<file path="config.mk">
export PLATFORM = sky130hd
export DESIGN_NAME = iss_scheduler
export DESIGN_NICKNAME = d
export VERILOG_FILES = /design/src/include/iss_pkg.sv /design/src/include/iss_dec_if.sv /design/src/core/iss_scheduler.sv /design/src/core/iss_split_decider.sv
export SDC_FILE = /design/constraint.sdc
export NUM_CORES = 1
export LEC_CHECK = 0
export ABC_AREA = 1
export ABC_CLOCK_PERIOD_IN_PS = 6100
export BUFFER_PORTS_ARGS = -buffer_cell sky130_fd_sc_hd__buf_2
export CAP_MARGIN = 5
export CORE_MARGIN = 2
export CORE_UTILIZATION = 56
export CTS_BUF_LIST = sky130_fd_sc_hd__clkbuf_8
export CTS_CLUSTER_SIZE = 16
export DETAILED_ROUTE_END_ITERATION = 10
export PLACE_DENSITY = 0.95
export SLEW_MARGIN = 20
export SYNTH_ARGS = -nofsm -noshare
export SYNTH_HDL_FRONTEND = slang
export SYNTH_HIERARCHICAL = 1
export SYNTH_SLANG_ARGS = --single-unit
</file>
<file path="constraint.sdc">
create_clock -name clk_sys -period 6.1 [get_ports clk_sys]
set_input_delay 1.22 -clock clk_sys [delete_from_list [all_inputs] [get_ports clk_sys]]
set_output_delay 1.22 -clock clk_sys [all_outputs]
set_load 0.05 [all_outputs]
</file>
<file path="src/include/iss_pkg.sv">
// constants for the isochronous split transaction scheduler
// assumes one clock domain; no module state lives here
package iss_pkg;
   localparam int UF_W       = 3;
   localparam int MASK_W     = 8;
   localparam int FIDX_W     = 14;
   localparam int PTR_W      = 32;
   localparam int DATA_W     = 32;
   localparam int ADDR_W     = 4;
   localparam int CNT_W      = 16;

   // split phase bit encodings
   localparam logic PHASE_START    = 1'b0;
   localparam logic PHASE_COMPLETE = 1'b1;

   // wrapped completes may fall only in host micro-frames 0 and 1
   localparam logic [UF_W-1:0] WRAP_LAST_UF = 3'h1;

   // register offsets (byte addresses)
   localparam logic [ADDR_W-1:0] REG_CTRL     = 4'h0;
   localparam logic [ADDR_W-1:0] REG_STARTS   = 4'h4;
   localparam logic [ADDR_W-1:0] REG_COMPLETE = 4'h8;
   localparam logic [ADDR_W-1:0] REG_MISSED   = 4'hc;

   localparam int        CTRL_EN_BIT  = 0;
   localparam logic      CTRL_EN_RST  = 1'b0;
   localparam logic [CNT_W-1:0] CNT_RST = 16'h0000;

   typedef enum logic [2:0] {
      ISS_IDLE,
      ISS_FETCH,
      ISS_SEND,
      ISS_RSP,
      ISS_WB
   } iss_state_e;
endpackage

</file>
<file path="src/include/iss_dec_if.sv">
// carrier between scheduler top and split decider
// assumes both ends share clk_sys; contents are combinational
`timescale 1ns/1ps
interface iss_dec_if;
   logic                           active;
   logic                           dir_in;
   logic                           phase;
   logic [iss_pkg::MASK_W-1:0]     s_mask;
   logic [iss_pkg::MASK_W-1:0]     c_mask;
   logic [iss_pkg::MASK_W-1:0]     c_prog;
   logic                           back_valid;
   logic [iss_pkg::UF_W-1:0]       uframe;
   logic                           enable;
   logic                           do_start;
   logic                           do_complete;
   logic                           missed;
   logic                           wrap;
   logic                           more_s;
   logic                           more_c;
   logic [iss_pkg::MASK_W-1:0]     prog_next;

   modport top (
      output active, dir_in, phase, s_mask, c_mask, c_prog,
             back_valid, uframe, enable,
      input  do_start, do_complete, missed, wrap, more_s, more_c,
             prog_next
   );
   modport dec (
      input  active, dir_in, phase, s_mask, c_mask, c_prog,
             back_valid, uframe, enable,
      output do_start, do_complete, missed, wrap, more_s, more_c,
             prog_next
   );
endinterface

</file>
<file path="src/core/iss_scheduler.sv">
// top of the isochronous split transaction scheduler
// assumes the schedule walker presents one descriptor per visit and
// that a fetch port returns the earlier descriptor's buffer pointer
//
// Decided for this implementation: the register addresses and the address-and-strobe port.
`timescale 1ns/1ps
// Notes on behaviour
// - isochronous OUT issues starts only, never completes
// - IN: one start, then one to N completes
// - at most two completes wrap into next frame
// - all completes of one IN share one pointer
// - start when phase start and mask bit set
// - complete when phase complete and mask bit set
// - split phase kept as one status bit
// - wrapped completes use earlier descriptor's pointer
// - each payload uses one descriptor's buffer
// - descriptor covers at most one frame
// - OUT one descriptor, wrapped IN two
// - progress vector set per complete, checked first
// - final data retires remaining completes
module iss_scheduler (
   input  wire logic                         clk_sys,
   input  wire logic                         rst,
   input  wire logic                         visit_valid,
   output logic                              visit_ready,
   input  wire logic [iss_pkg::FIDX_W-1:0]   frame_index_counter,
   input  wire logic                         d_active,
   input  wire logic                         d_dir_in,
   input  wire logic                         d_split_phase_bit,
   input  wire logic [iss_pkg::MASK_W-1:0]   d_s_mask,
   input  wire logic [iss_pkg::MASK_W-1:0]   d_c_mask,
   input  wire logic [iss_pkg::MASK_W-1:0]   d_c_prog,
   input  wire logic [iss_pkg::PTR_W-1:0]    d_buf_ptr,
   input  wire logic                         d_back_valid,
   input  wire logic [iss_pkg::PTR_W-1:0]    d_back_ptr,
   output logic                              fetch_req,
   output logic [iss_pkg::PTR_W-1:0]         fetch_addr,
   input  wire logic                         fetch_ack,
   input  wire logic [iss_pkg::PTR_W-1:0]    fetch_buf,
   output logic                              tx_start,
   output logic                              tx_complete,
   output logic [iss_pkg::PTR_W-1:0]         tx_ptr,
   input  wire logic                         rsp_valid,
   input  wire logic                         rsp_last,
   output logic                              wb_valid,
   output logic                              wb_active,
   output logic                              wb_split_phase_bit,
   output logic [iss_pkg::MASK_W-1:0]        wb_prog,
   output logic                              wb_missed,
   input  wire logic [iss_pkg::ADDR_W-1:0]   reg_addr,
   input  wire logic [iss_pkg::DATA_W-1:0]   reg_wdata,
   input  wire logic                         reg_wr,
   input  wire logic                         reg_rd,
   output logic [iss_pkg::DATA_W-1:0]        reg_rdata
);
   iss_dec_if dec ();

   iss_pkg::iss_state_e        state;
   iss_pkg::iss_state_e        next_state;
   logic                       enable;
   logic [iss_pkg::CNT_W-1:0]  cnt_start;
   logic [iss_pkg::CNT_W-1:0]  cnt_complete;
   logic [iss_pkg::CNT_W-1:0]  cnt_missed;

   // latched decision for the visit in progress
   logic                       l_start;
   logic                       l_complete;
   logic                       l_missed;
   logic                       l_dir_in;
   logic                       l_active;
   logic                       l_phase;
   logic                       l_more_s;
   logic                       l_more_c;
   logic [iss_pkg::MASK_W-1:0] l_prog;
   logic [iss_pkg::MASK_W-1:0] l_prog_next;
   logic                       take;

   assign dec.active     = d_active;
   assign dec.dir_in     = d_dir_in;
   assign dec.phase      = d_split_phase_bit;
   assign dec.s_mask     = d_s_mask;
   assign dec.c_mask     = d_c_mask;
   assign dec.c_prog     = d_c_prog;
   assign dec.back_valid = d_back_valid;
   assign dec.uframe     = frame_index_counter[iss_pkg::UF_W-1:0];
   assign dec.enable     = enable;

   iss_split_decider u_dec (
      .d (dec)
   );

   assign take = visit_valid & visit_ready;

   // sequencing of one descriptor visit
   always_comb
   begin
      next_state = state;
      case (state)
         iss_pkg::ISS_IDLE:
         begin
            if (take)
            begin
               if (dec.do_complete & dec.wrap)
                  next_state = iss_pkg::ISS_FETCH;
               else if (dec.do_start | dec.do_complete)
                  next_state = iss_pkg::ISS_SEND;
               else
                  next_state = iss_pkg::ISS_WB;
            end
         end

         iss_pkg::ISS_FETCH:
         begin
            if (fetch_ack)
               next_state = iss_pkg::ISS_SEND;
         end

         iss_pkg::ISS_SEND:
         begin
            if (l_complete)
               next_state = iss_pkg::ISS_RSP;
            else
               next_state = iss_pkg::ISS_WB;
         end

         iss_pkg::ISS_RSP:
         begin
            if (rsp_valid)
               next_state = iss_pkg::ISS_WB;
         end

         iss_pkg::ISS_WB:
            next_state = iss_pkg::ISS_IDLE;
         default:
            next_state = iss_pkg::ISS_IDLE;
      endcase
   end

   // visit state
   always_ff @(posedge clk_sys)
   begin
      if (rst)
         state <= iss_pkg::ISS_IDLE;
      else
         state <= next_state;
   end

   // visits are accepted only while idle
   always_ff @(posedge clk_sys)
   begin
      if (rst)
         visit_ready <= 1'b0;
      else
         visit_ready <= (next_state == iss_pkg::ISS_IDLE);
   end

   // capture of the descriptor and the decision
   always_ff @(posedge clk_sys)
   begin
      if (rst)
      begin
         l_start     <= 1'b0;
         l_complete  <= 1'b0;
         l_missed    <= 1'b0;
         l_dir_in    <= 1'b0;
         l_active    <= 1'b0;
         l_phase     <= iss_pkg::PHASE_START;
         l_more_s    <= 1'b0;
         l_more_c    <= 1'b0;
         l_prog      <= '0;
         l_prog_next <= '0;
      end
      else if (take)
      begin
         l_start     <= dec.do_start;
         l_complete  <= dec.do_complete;
         l_missed    <= dec.missed;
         l_dir_in    <= d_dir_in;
         l_active    <= d_active;
         l_phase     <= d_split_phase_bit;
         l_more_s    <= dec.more_s;
         l_more_c    <= dec.more_c;
         l_prog      <= d_c_prog;
         l_prog_next <= dec.prog_next;
      end
   end

   // earlier descriptor reached through the back pointer
   always_ff @(posedge clk_sys)
   begin
      if (rst)
      begin
         fetch_req  <= 1'b0;
         fetch_addr <= '0;
      end
      else if (take & dec.do_complete & dec.wrap)
      begin
         fetch_req  <= 1'b1;
         fetch_addr <= d_back_ptr;
      end
      else if (fetch_ack)
         fetch_req  <= 1'b0;
   end

   // one pointer per payload: own buffer, or the earlier one's
   always_ff @(posedge clk_sys)
   begin
      if (rst)
         tx_ptr <= '0;
      else if (take)
         tx_ptr <= d_buf_ptr;
      else if (state == iss_pkg::ISS_FETCH && fetch_ack)
         tx_ptr <= fetch_buf;
   end

   // issue strobes, one cycle each
   always_ff @(posedge clk_sys)
   begin
      if (rst)
      begin
         tx_start    <= 1'b0;
         tx_complete <= 1'b0;
      end
      else
      begin
         // on entry to send only
         tx_start    <= (next_state == iss_pkg::ISS_SEND)
                        & (state != iss_pkg::ISS_SEND)
                        & (take ? dec.do_start : l_start);

         tx_complete <= (next_state == iss_pkg::ISS_SEND)
                        & (state != iss_pkg::ISS_SEND)
                        & (take ? dec.do_complete
                                : l_complete);
      end
   end

   // descriptor state written back at the end of a visit
   always_ff @(posedge clk_sys)
   begin
      if (rst)
      begin
         wb_valid           <= 1'b0;
         wb_active          <= 1'b0;
         wb_split_phase_bit <= iss_pkg::PHASE_START;
         wb_prog            <= '0;
         wb_missed          <= 1'b0;
      end
      else
      begin
         wb_valid <= (next_state == iss_pkg::ISS_WB);

         if (next_state == iss_pkg::ISS_WB)
         begin
            wb_missed          <= l_missed;
            wb_prog            <= l_prog;
            wb_active          <= l_active;
            wb_split_phase_bit <= l_phase;
            if (take)
            begin
               // nothing to issue: state handed back unchanged, except active cleared on a missed complete
               wb_missed          <= dec.missed;
               wb_prog            <= d_c_prog;
               wb_active          <= d_active & ~dec.missed;
               wb_split_phase_bit <= d_split_phase_bit;
            end
            else if (l_start & l_dir_in)
               // single start, then completes
               wb_split_phase_bit <= iss_pkg::PHASE_COMPLETE;
            else if (l_start)
               // OUT stays active until its last start
               wb_active <= l_more_s;
            else if (l_complete)
            begin
               wb_prog   <= l_prog_next;
               // final data retires the remaining completes
               wb_active <= l_more_c & ~rsp_last;
            end
         end
      end
   end

   // control register enable bit
   always_ff @(posedge clk_sys)
   begin
      if (rst)
         enable <= iss_pkg::CTRL_EN_RST;
      else if (reg_wr && reg_addr == iss_pkg::REG_CTRL)
         enable <= reg_wdata[iss_pkg::CTRL_EN_BIT];
   end

   // event counters
   always_ff @(posedge clk_sys)
   begin
      if (rst)
      begin
         cnt_start    <= iss_pkg::CNT_RST;
         cnt_complete <= iss_pkg::CNT_RST;
         cnt_missed   <= iss_pkg::CNT_RST;
      end
      else
      begin
         if (tx_start)
            cnt_start <= cnt_start + 1'b1;

         if (tx_complete)
            cnt_complete <= cnt_complete + 1'b1;

         if (wb_valid & wb_missed)
            cnt_missed <= cnt_missed + 1'b1;
      end
   end

   // register reads
   always_ff @(posedge clk_sys)
   begin
      if (rst)
         reg_rdata <= '0;
      else if (reg_rd)
      begin
         case (reg_addr)
            iss_pkg::REG_CTRL:
               reg_rdata <= {{(iss_pkg::DATA_W-1){1'b0}}, enable};
            iss_pkg::REG_STARTS:
               reg_rdata <= {{(iss_pkg::DATA_W-iss_pkg::CNT_W){1'b0}},
                             cnt_start};
            iss_pkg::REG_COMPLETE:
               reg_rdata <= {{(iss_pkg::DATA_W-iss_pkg::CNT_W){1'b0}},
                             cnt_complete};
            iss_pkg::REG_MISSED:
               reg_rdata <= {{(iss_pkg::DATA_W-iss_pkg::CNT_W){1'b0}},
                             cnt_missed};
            default:
               reg_rdata <= '0;
         endcase
      end
      else
         reg_rdata <= '0;
   end
endmodule // iss_scheduler

</file>
<file path="src/core/iss_split_decider.sv">
// split decision for one descriptor in the current micro-frame
// assumes the descriptor fields are steady while the top samples
`timescale 1ns/1ps
module iss_split_decider (
   iss_dec_if.dec d
);
   // one-hot select of a micro-frame
   function automatic logic [iss_pkg::MASK_W-1:0] uf_bit(
      input logic [iss_pkg::UF_W-1:0] uf
   );
      uf_bit = iss_pkg::MASK_W'(1) << uf;
   endfunction

   logic [iss_pkg::MASK_W-1:0] sel;
   logic [iss_pkg::MASK_W-1:0] below;
   logic [iss_pkg::MASK_W-1:0] above;
   logic                       s_hit;
   logic                       c_hit;
   logic                       prog_ok;
   logic                       go;

   // masks of micro-frames before and after the current one
   genvar gi;
   generate
      for (gi = 0; gi < iss_pkg::MASK_W; gi++)
      begin : g_rel
         assign below[gi] = (gi < d.uframe);
         assign above[gi] = (gi > d.uframe);
      end
   endgenerate

   assign sel     = uf_bit(d.uframe);
   assign go      = d.enable & d.active;
   assign s_hit   = |(d.s_mask & sel);
   assign c_hit   = |(d.c_mask & sel);
   // every earlier scheduled complete must already be done
   assign prog_ok = ((d.c_prog & d.c_mask & below)
                     == (d.c_mask & below));
   // wrapped completes only reach micro-frames 0 and 1
   assign d.wrap  = d.back_valid
                    & (d.uframe <= iss_pkg::WRAP_LAST_UF);

   assign d.do_start    = go & (d.phase == iss_pkg::PHASE_START)
                          & s_hit;
   // completes only for IN endpoints, gated by the phase bit
   assign d.do_complete = go & d.dir_in
                          & (d.phase == iss_pkg::PHASE_COMPLETE)
                          & c_hit & prog_ok
                          & (~d.back_valid | d.wrap);
   assign d.missed      = go & d.dir_in
                          & (d.phase == iss_pkg::PHASE_COMPLETE)
                          & c_hit & ~prog_ok;
   assign d.more_s      = |(d.s_mask & above);
   assign d.more_c      = |(d.c_mask & above);
   assign d.prog_next   = d.c_prog | sel;
endmodule // iss_split_decider

</file>
==> flow_metrics.env, run 1 <==
export IMPL_power_density_mw_per_mm2=248
export IMPL_setup_viol=0
export IMPL_syn_area_mm2=0.00819
export IMPL_cts_hold_buf=0
export IMPL_post_cts_buffers=0
export IMPL_layout_cells_most_common="nand2_1"
export IMPL_grt_max_degree=75
export IMPL_start_util=0.568
export IMPL_grt_pass1_wl_mm=34.7
export IMPL_crit_fanout=34
export IMPL_whs_ps=463
export IMPL_die_h_um=125
export IMPL_min_period_ps=3620
export IMPL_dr_pass1_iters=6
export IMPL_ys_seq_area_frac=0.421
export IMPL_tightest_slew_ps=991
export IMPL_num_nets_final=1563
export IMPL_fin_crit_sh=0.594
export IMPL_pre_cts_slack_ps=2080
export IMPL_yosys_warnings=6
export IMPL_via_count=8300
export IMPL_die_area_mm2=0.0156
export IMPL_outcome="complete, no violations"
export IMPL_hold_viol_final=0
export IMPL_setup_tns_ps=0
export IMPL_grt_overflow_total=0
export IMPL_clock_latency_ps=460
export IMPL_track_usage=0.267
export IMPL_tritoncts="yes"
export IMPL_required_ps=6450
export IMPL_cap_violations=0
export IMPL_ios=294
export IMPL_setup_slack_ps=2480
export IMPL_multi_input_area_mm2=0.00392
export IMPL_drive_gt1_frac=0.252
export IMPL_io_buffer_count=235
export IMPL_avgViaCountPerCell=5.26
export IMPL_critPathBufInv=2
export IMPL_synth_cell_types=41
export IMPL_drv_slew=0
export IMPL_dieWidth_um=125
export IMPL_synthCells=1175
export IMPL_path_common_cell="nor2_1"
export IMPL_placedCellCount=1543
export IMPL_fillers=1199
export IMPL_whs_path_depth=2
export IMPL_rsz0062_at_grt="no"
export IMPL_finalPower_mw=2.40
export IMPL_register_area_mm2=0.00344
export IMPL_final_cells=1577
export IMPL_min_to="l_prog_next[5]"
export IMPL_grt_pass1_vias=7747
export IMPL_synth_top_area_frac=0.421
export IMPL_core_area_mm2=0.0144
export IMPL_cts_buffer_depth=2
export IMPL_min_from="l_prog_next[5]"
export IMPL_critPathMaxStageDelay_ps=630
export IMPL_critical_path_slowest_cell="inv_1"
export IMPL_drc_errors=0
export IMPL_max_freq_ghz=0.276
export IMPL_crit_arrival_ps=3970
export IMPL_dpl_cell_area_mm2=0.00921
export IMPL_synth_area_leader_cell="dfxtp_1"
export IMPL_gp_congestion=0.910
export IMPL_start_kind="primary input"
export IMPL_regToRegSetupSlack_ps=3330
export IMPL_avgSynthCellArea_um2=6.97
export IMPL_detailed_place_hpwl_mm=15.1
export IMPL_timing_slew_headroom=0.340
export IMPL_row_count=44
export IMPL_yosys_top_cells_area="dfxtp_1, nand2_1, nor2_1"
export IMPL_fin_util=0.670
export IMPL_cp_top_family="simple AND/OR/NAND/NOR gates"
export IMPL_worstSetupPathType="primary input to flip-flop"
export IMPL_cts_root_buf="clkbuf_8"
export IMPL_antenna_left=0
export IMPL_cts_sinks=172
export IMPL_final_cell_area_mm2=0.00966
export IMPL_reg2reg_depth=8
export IMPL_hp_class="flip-flop to flip-flop"
export IMPL_crit_path_cell_trace="buf_2 > nor2_2 > nand2_1 > nand3_1 > nand2_1 > nor2_1 > nand3_1 > nor2_1 > nand2_1 > nor2_4 > inv_1 > nor2_1 > nor2_1"
export IMPL_leakagePower_nw=4.70
export IMPL_cts_made_buffers=17
export IMPL_htree_num_levels=4
export IMPL_post_cts_resized=0
export IMPL_most_common_layout_cells="nand2_1, buf_2, nor2_1, dfxtp_1, inv_1"
export IMPL_timing_rr_end="wb_prog[0]"
export IMPL_r2r_start="visit_ready"
export IMPL_ir_drop_v=0.000140
export IMPL_drt_iter0_drc=708
export IMPL_end_kind="flip-flop"
export IMPL_clock_skew_ps=15.3
export IMPL_wl_mm=21.0
export IMPL_wl_per_cell_um=13.3
export IMPL_synth_seq_cells=172
export IMPL_syn_to_final_growth_pct=18.0
export IMPL_antenna_found_initial=3
export IMPL_path_clk_slew_ps=90
[worst max-delay path by stage]
stage / start / to / cells after the start
4_1_cts: frame_index_counter[2] / fetch_addr[9] / 13
2_1_floorplan: frame_index_counter[0] / fetch_addr[22] / 14
3_5_place_dp: frame_index_counter[2] / fetch_addr[9] / 13
5_1_grt: frame_index_counter[2] / fetch_addr[29] / 14
3_3_place_gp: frame_index_counter[2] / fetch_addr[4] / 13
6_report: frame_index_counter[2] / fetch_addr[9] / 13
[flip-flops by register name, indices dropped and copies added (netlist names), 3 cells and up]
signal,flops
reg_rdata,16
cnt_missed,16
tx_ptr,32
l_prog,8
fetch_addr,32
l_prog_next,8
wb_prog,8
state,3
cnt_start,16
cnt_complete,16
[cell families after synthesis]
family | share of synthesized area
other | 0.000458
buffers and inverters | 0.107
and+or+nand+nor | 0.326
DFF | 0.421
adders and majority gates | 0.00459
AOI/OAI and AO/OA | 0.141
[worst register-to-register path: cells and delay by family, from the launching register on]
| family | cells | cell delay, ps |
|---|---|---|
| buffers and inverters | 2 | 840 |
| AO/OA/AOI/OAI | 1 | 230 |
| flip-flops | 1 | 350 |
| AND/OR/NAND/NOR | 5 | 1250 |
[where the power goes]
group	switching, mW	total, mW	internal (mW)
Clock	0.430	0.882	0.453
Sequential	0.0182	1.17	1.15
Combinational	0.244	0.345	0.101
Total	0.692	2.40	1.71
[final cells by class]
type / instances / share of cell area
repair buffers: 236 / 0.123
clock buffers: 17 / 0.0242
multi-input cells: 840 / 0.406
inverters: 111 / 0.0446
well taps: 184 / 0.0238
clock inverters: 15 / 0.0216
flip-flops and latches: 172 / 0.357
diodes: 2 / 0.000518
[synth_stat cells, drive strengths merged]
library cell,number
a21o,1
a21oi,63
a22oi,2
and3,1
buf,47
clkbuf,20
clkinv,2
conb,1
dfxtp,172
ha,3
inv,109
nand2,269
nand3,49
nand3b,4
nand4,15
nor2,234
nor3,27
nor3b,1
nor4,1
o211ai,2
o21a,6
o21ai,130
o221ai,9
o22ai,4
or2,3
[routing by layer]
| metal | part of all wire | vias to the layer above | GRT usage |
|---|---|---|---|
| li1 | - | 4142 | - |
| met1 | 0.41 | 3751 | 0.322 |
| met2 | 0.49 | 369 | 0.457 |
| met3 | 0.081 | 36 | 0.0576 |
| met4 | 0.024 | 2 | 0.120 |
| met5 | 0.00062 | - | 0 |
No activity file was read; power rests on OpenSTA's default activity.
==> run 2: changes to the inputs <==
--- a/config.mk
+++ b/config.mk
@@ -6,15 +6,15 @@
 export NUM_CORES = 1
 export LEC_CHECK = 0
 export ABC_AREA = 1
-export ABC_CLOCK_PERIOD_IN_PS = 6100
+export ABC_CLOCK_PERIOD_IN_PS = 3500
 export BUFFER_PORTS_ARGS = -buffer_cell sky130_fd_sc_hd__buf_2
 export CAP_MARGIN = 5
 export CORE_MARGIN = 2
-export CORE_UTILIZATION = 56
+export CORE_UTILIZATION = 52
 export CTS_BUF_LIST = sky130_fd_sc_hd__clkbuf_8
 export CTS_CLUSTER_SIZE = 16
 export DETAILED_ROUTE_END_ITERATION = 10
-export PLACE_DENSITY = 0.95
+export PLACE_DENSITY = 0.93
 export SLEW_MARGIN = 20
 export SYNTH_ARGS = -nofsm -noshare
 export SYNTH_HDL_FRONTEND = slang
==> constraint.sdc (replaced) <==
create_clock -name clk_sys -period 3.5 [get_ports clk_sys]
set_input_delay 0.7 -clock clk_sys [delete_from_list [all_inputs] [get_ports clk_sys]]
set_output_delay 0.7 -clock clk_sys [all_outputs]
set_load 0.05 [all_outputs]
==> run 2 against run 1 <==
Setup slack got worse by 1400 ps. Core utilization shrank 3.7 points. Non-clock buffer count up 4. Highest routed layer is now met4.
==> flow_metrics.env, run 2 (synthesis gave the netlist of run 1 again) <==
export IMPL_required_ps=3850
export IMPL_via_count=8251
export IMPL_dieWidth_um=129
export IMPL_p_int_mw=2.91
export IMPL_whs_path_depth=3
export IMPL_path_common_cell="nor2_1"
export IMPL_min_period_ps=2450
export IMPL_clock_latency_ps=460
export IMPL_grt_pass1_vias=7522
export IMPL_post_cts_resized=0
export IMPL_htree_num_levels=4
export IMPL_largest_registers="fetch_addr: 32 flops, tx_ptr: 32 flops"
export IMPL_row_count=45
export IMPL_antenna_found_initial=0
export IMPL_cp_top_family="simple AND/OR/NAND/NOR gates"
export IMPL_switching_share=0.291
export IMPL_cp_num_cells=15
export IMPL_drc_errors=0
export IMPL_cts_buffer_depth=2
export IMPL_leakagePower_nw=4.70
export IMPL_met3_length_mm=1.83
export IMPL_die_area_mm2=0.0168
export IMPL_track_usage=0.250
export IMPL_post_cts_buffers=0
export IMPL_num_nets_final=1567
export IMPL_cts_root_buf="clkbuf_8"
export IMPL_fin_util=0.633
export IMPL_max_freq_ghz=0.409
export IMPL_avgViaCountPerCell=5.14
export IMPL_tightest_slew_ps=1040
export IMPL_antennaDiodeCount=0
export IMPL_syn_to_final_growth_pct=18.3
export IMPL_highest_layer="met4"
export IMPL_m1WireLength_mm=8.78
export IMPL_detailed_place_hpwl_mm=15.3
export IMPL_grt_pass1_wl_mm=33.9
export IMPL_cap_violations=0
export IMPL_cts_sinks=172
export IMPL_seqPwrFrac=0.497
export IMPL_fillers=1381
export IMPL_crit_path_cell_trace="buf_2 > nor2_2 > nand2_1 > nand3_1 > nand2_1 > nor2_1 > nand3_1 > nor2_1 > nor2_1 > nand2_1 > nor2_2 > nor2_4 > inv_2 > o21ai_0 > nor2_1"
export IMPL_rsz0062_at_grt="no"
export IMPL_timing_slew_headroom=0.305
export IMPL_setup_slack_ps=1050
export IMPL_drt_iter0_drc=593
export IMPL_end_kind="flip-flop"
export IMPL_critical_path_slowest_cell="nor2_4"
export IMPL_drv_slew=0
export IMPL_antenna_left=0
export IMPL_worstSetupPathType="primary input to flip-flop"
export IMPL_drive_gt1_frac=0.254
export IMPL_reg2reg_depth=11
export IMPL_grt_max_degree=116
export IMPL_die_h_um=129
export IMPL_crit_fanout=15
export IMPL_ir_drop_v=0.000243
export IMPL_power_switching_mw=1.20
export IMPL_fin_crit_sh=0.699
export IMPL_hp_class="primary input to flip-flop"
export IMPL_wl_mm=21.3
export IMPL_gp_congestion=0.917
export IMPL_ios=294
export IMPL_wl_per_cell_um=13.3
export IMPL_grt_overflow_total=0
export IMPL_setup_viol=0
export IMPL_start_util=0.535
export IMPL_critPathBufInv=2
export IMPL_dr_pass1_iters=5
export IMPL_cts_hold_buf=0
export IMPL_cts_made_buffers=17
export IMPL_critPathMaxStageDelay_ps=340
export IMPL_setup_tns_ps=0
export IMPL_tritoncts="yes"
export IMPL_pre_cts_slack_ps=620
export IMPL_p_clk_frac=0.356
export IMPL_met2_length_mm=10.2
export IMPL_clock_skew_ps=8.83
export IMPL_path_clk_slew_ps=90
export IMPL_power_density_mw_per_mm2=424
export IMPL_most_common_layout_cells="nand2_1, buf_2, nor2_1, dfxtp_1, inv_1"
export IMPL_layout_cells_most_common="nand2_1"
export IMPL_pwr_share_comb=0.147
export IMPL_start_kind="primary input"
export IMPL_core_area_mm2=0.0153
export IMPL_io_buffer_count=235
export IMPL_crit_arrival_ps=2800
export IMPL_hold_viol_final=0
export IMPL_outcome="complete, no violations"
==> run 2: cell types whose count changed in the layout (fill, tap and decap cells not counted) <==
cell | previous run | this run
buf_4 | 1 | 5
bufinv_16 | 4 | 3
clkbuf_8 | 17 | 18
clkinv_4 | 3 | 1
clkinvlp_4 | 3 | 5
diode_2 | 2 | 0
inv_1 | 95 | 96
inv_2 | 12 | 13
inv_6 | 5 | 3
==> run 2: per-layer routing <==
metal	track usage	up-vias
li1	-	4145
met1	0.289	3708
met2	0.447	353
met3	0.0582	45
met4	0.0955	0
met5	0	-
==> run 2: path summary, 6_finish.rpt <==
kind	startpoint	to	slack, ps
setup / recovery	frame_index_counter[2]	wb_prog[5]	1050
hold / removal	d_back_ptr[24]	fetch_addr[24]	460
setup reg to reg	dec.enable	wb_prog[5]	1440
hold reg to reg	l_prog_next[0]	l_prog_next[0]	460
==> run 2: through the flow <==
stage | instance area, um2 | hold slack (ps) | total power [mW] | instances
2_1_floorplan | 8240 | 423 | 2.54 | 1190
4_1_cts | 9690 | 437 | 4.13 | 1606
5_1_grt | 9690 | 439 | 4.27 | 1606
3_3_place_gp | 9270 | 441 | 2.68 | 1574
6_report | 9690 | 459 | 4.11 | 1606
3_5_place_dp | 9270 | 448 | 2.69 | 1574
==> run 2: layout make-up <==
class / count / area (um2) / share of cell area
clock buffers: 18 / 248 / 0.0256
clock inverters: 14 / 168 / 0.0173
inverters: 111 / 429 / 0.0443
multi-input cells: 840 / 3920 / 0.405
flip-flops and latches: 172 / 3440 / 0.355
well taps: 211 / 264 / 0.0273
repair buffers: 240 / 1210 / 0.125
==> run 2: worst min-delay path: cells and delay by family <==
family,cells,cell delay (ps)
buf+inv,1,70
simple gates,2,110
==> run 2: power groups by stage <==
stage          combinational (mW)  sequential, mW  clock [mW]
2_1_floorplan               0.323            2.22           0
3_3_place_gp                0.591            2.09           0
3_5_place_dp                0.599            2.09           0
4_1_cts                     0.601            2.04        1.49
5_1_grt                     0.659            2.05        1.56
6_report                    0.605            2.04        1.46
==> run 3: changes to the inputs <==
--- a/config.mk
+++ b/config.mk
@@ -6,15 +6,15 @@
 export NUM_CORES = 1
 export LEC_CHECK = 0
 export ABC_AREA = 1
-export ABC_CLOCK_PERIOD_IN_PS = 3500
+export ABC_CLOCK_PERIOD_IN_PS = 2000
 export BUFFER_PORTS_ARGS = -buffer_cell sky130_fd_sc_hd__buf_2
 export CAP_MARGIN = 5
 export CORE_MARGIN = 2
-export CORE_UTILIZATION = 52
+export CORE_UTILIZATION = 47
 export CTS_BUF_LIST = sky130_fd_sc_hd__clkbuf_8
 export CTS_CLUSTER_SIZE = 16
 export DETAILED_ROUTE_END_ITERATION = 10
-export PLACE_DENSITY = 0.93
+export PLACE_DENSITY = 0.89
 export SLEW_MARGIN = 20
 export SYNTH_ARGS = -nofsm -noshare
 export SYNTH_HDL_FRONTEND = slang
==> constraint.sdc (replaced) <==
create_clock -name clk_sys -period 2 [get_ports clk_sys]
set_input_delay 0.4 -clock clk_sys [delete_from_list [all_inputs] [get_ports clk_sys]]
set_output_delay 0.4 -clock clk_sys [all_outputs]
set_load 0.05 [all_outputs]
==> run 3 against run 2 <==
Cell area grew 2.6%. Routed wire length rose by 0.78%. Critical path depth unchanged. Largest cell class unchanged.
==> flow_metrics.env, run 3 (synthesis gave the netlist of run 1 again) <==
export IMPL_grt_max_degree=84
export IMPL_drc_errors=0
export IMPL_min_to="fetch_addr[30]"
export IMPL_crit_arrival_ps=2220
export IMPL_power_density_mw_per_mm2=709
export IMPL_row_count=48
export IMPL_cap_violations=0
export IMPL_r2r_start="dec.enable"
export IMPL_drt_iter0_drc=576
export IMPL_hp_class="primary input to flip-flop"
export IMPL_wl_per_cell_um=13.0
export IMPL_grt_overflow_total=0
export IMPL_cts_root_buf="clkbuf_8"
export IMPL_leakagePower_nw=4.84
export IMPL_min_from="d_back_ptr[30]"
export IMPL_setup_viol=0
export IMPL_antennaDiodeCount=0
export IMPL_worstSetupPathType="primary input to flip-flop"
export IMPL_start_util=0.477
export IMPL_post_cts_resized=0
export IMPL_cts_hold_buf=0
export IMPL_path_clk_slew_ps=90
export IMPL_required_ps=2390
export IMPL_layout_cells_most_common="nand2_1"
export IMPL_reg2reg_depth=12
export IMPL_crit_fanout=11
export IMPL_final_cells=1647
export IMPL_cts_sinks=172
export IMPL_outcome="complete, no violations"
export IMPL_cts_made_buffers=17
export IMPL_drive_gt1_frac=0.269
export IMPL_clock_skew_ps=13.3
export IMPL_dieWidth_um=136
export IMPL_fin_crit_sh=0.913
export IMPL_avgViaCountPerCell=5.04
export IMPL_dpl_cell_area_mm2=0.00954
export IMPL_whs_path_depth=3
export IMPL_via_count=8300
export IMPL_cts_buffer_depth=2
export IMPL_rsz0062_at_grt="no"
export IMPL_post_cts_buffers=0
export IMPL_core_area_mm2=0.0172
export IMPL_end_kind="flip-flop"
export IMPL_die_h_um=136
export IMPL_wl_mm=21.5
export IMPL_clock_latency_ps=460
export IMPL_antenna_left=0
export IMPL_finalPower_mw=7.05
export IMPL_detailed_place_hpwl_mm=16.0
export IMPL_grt_pass1_vias=7665
export IMPL_syn_to_final_growth_pct=21.4
export IMPL_track_usage=0.231
export IMPL_num_nets_final=1595
export IMPL_tritoncts="yes"
export IMPL_most_common_layout_cells="nand2_1, buf_2, nor2_1, dfxtp_1, inv_1"
export IMPL_max_freq_ghz=0.547
export IMPL_htree_num_levels=4
export IMPL_start_kind="primary input"
export IMPL_final_cell_area_mm2=0.00994
export IMPL_antenna_found_initial=1
export IMPL_drv_slew=0
export IMPL_io_buffer_count=235
export IMPL_hold_viol_final=0
export IMPL_placedCellCount=1616
export IMPL_regToRegSetupSlack_ps=280
export IMPL_largest_registers="fetch_addr: 32 flops, tx_ptr: 32 flops"
export IMPL_ir_drop_v=0.000397
export IMPL_grt_pass1_wl_mm=34.4
export IMPL_min_period_ps=1830
export IMPL_timing_rr_end="visit_ready"
export IMPL_ios=294
export IMPL_dr_pass1_iters=5
export IMPL_die_area_mm2=0.0185
export IMPL_gp_congestion=0.958
-- run 3: cell types whose count changed in the layout (fill, tap and decap cells not counted), sizes merged --
cell	before	now
clkbuf	18	17
buf	240	268
bufinv	3	2
clkinv	4	8
inv	113	110
-- run 3: worst max path at each step --
stage	cells past startpoint	end	from	slack (ps)
4_1_cts	16	visit_ready	frame_index_counter[1]	200
3_5_place_dp	13	fetch_addr[6]	frame_index_counter[1]	-290
6_report	15	wb_split_phase_bit	frame_index_counter[2]	170
3_3_place_gp	15	wb_prog[7]	frame_index_counter[2]	-200
2_1_floorplan	15	fetch_addr[22]	frame_index_counter[0]	9
5_1_grt	15	wb_prog[2]	frame_index_counter[1]	5
-- run 3: worst max-delay path, cell delays in order --
cell	delay, ps
buf_2	150
buf_4	170
nor2_1	160
buf_4	130
nand2_1	50
nand2_1	70
nor2_1	50
a21oi_1	260
nor2_1	90
nand2_1	90
nor2_2	50
nor2_4	130
buf_4	200
o21ai_0	100
nor2_1	110
-- run 3: power breakdown --
group / leakage (nW) / switching (mW) / total (mW) / internal (mW)
combinational: 3.26 / 0.755 / 1.10 / 0.346
clock: 0.180 / 1.27 / 2.37 / 1.10
sequential: 1.40 / 0.0581 / 3.58 / 3.52
-- run 3: layer usage --
layer  GRT usage  up-vias  routed length (um)
met3      0.0515       48                1690
met2       0.401      382               10200
li1            -     4194                   -
met5           0        -                  13
met4       0.101        2                 539
met1       0.274     3674                9040
-- run 3: cell type report --
cell class                      instances  area [um2]
Timing Repair Buffer                  268        1470
Clock inverter                         14         148
Sequential cell                       172        3440
Fill cell                            1533        7240
Inverter                              111         429
Clock buffer                           17         234
Tap cell                              225         282
Multi-Input combinational cell        840        3940
-- run 3: per-stage QoR --
stage | TNS [ps] | worst slack (ps) | hold WS (ps) | utilization
6_report | 0 | 173 | 162 | 0.578
5_1_grt | 0 | 4.53 | 151 | 0.578
4_1_cts | 0 | 204 | 137 | 0.578
3_5_place_dp | -11850 | -289 | 443 | 0.556
3_3_place_gp | -8950 | -203 | 434 | 0.556
2_1_floorplan | 0 | 9.31 | 423 | -
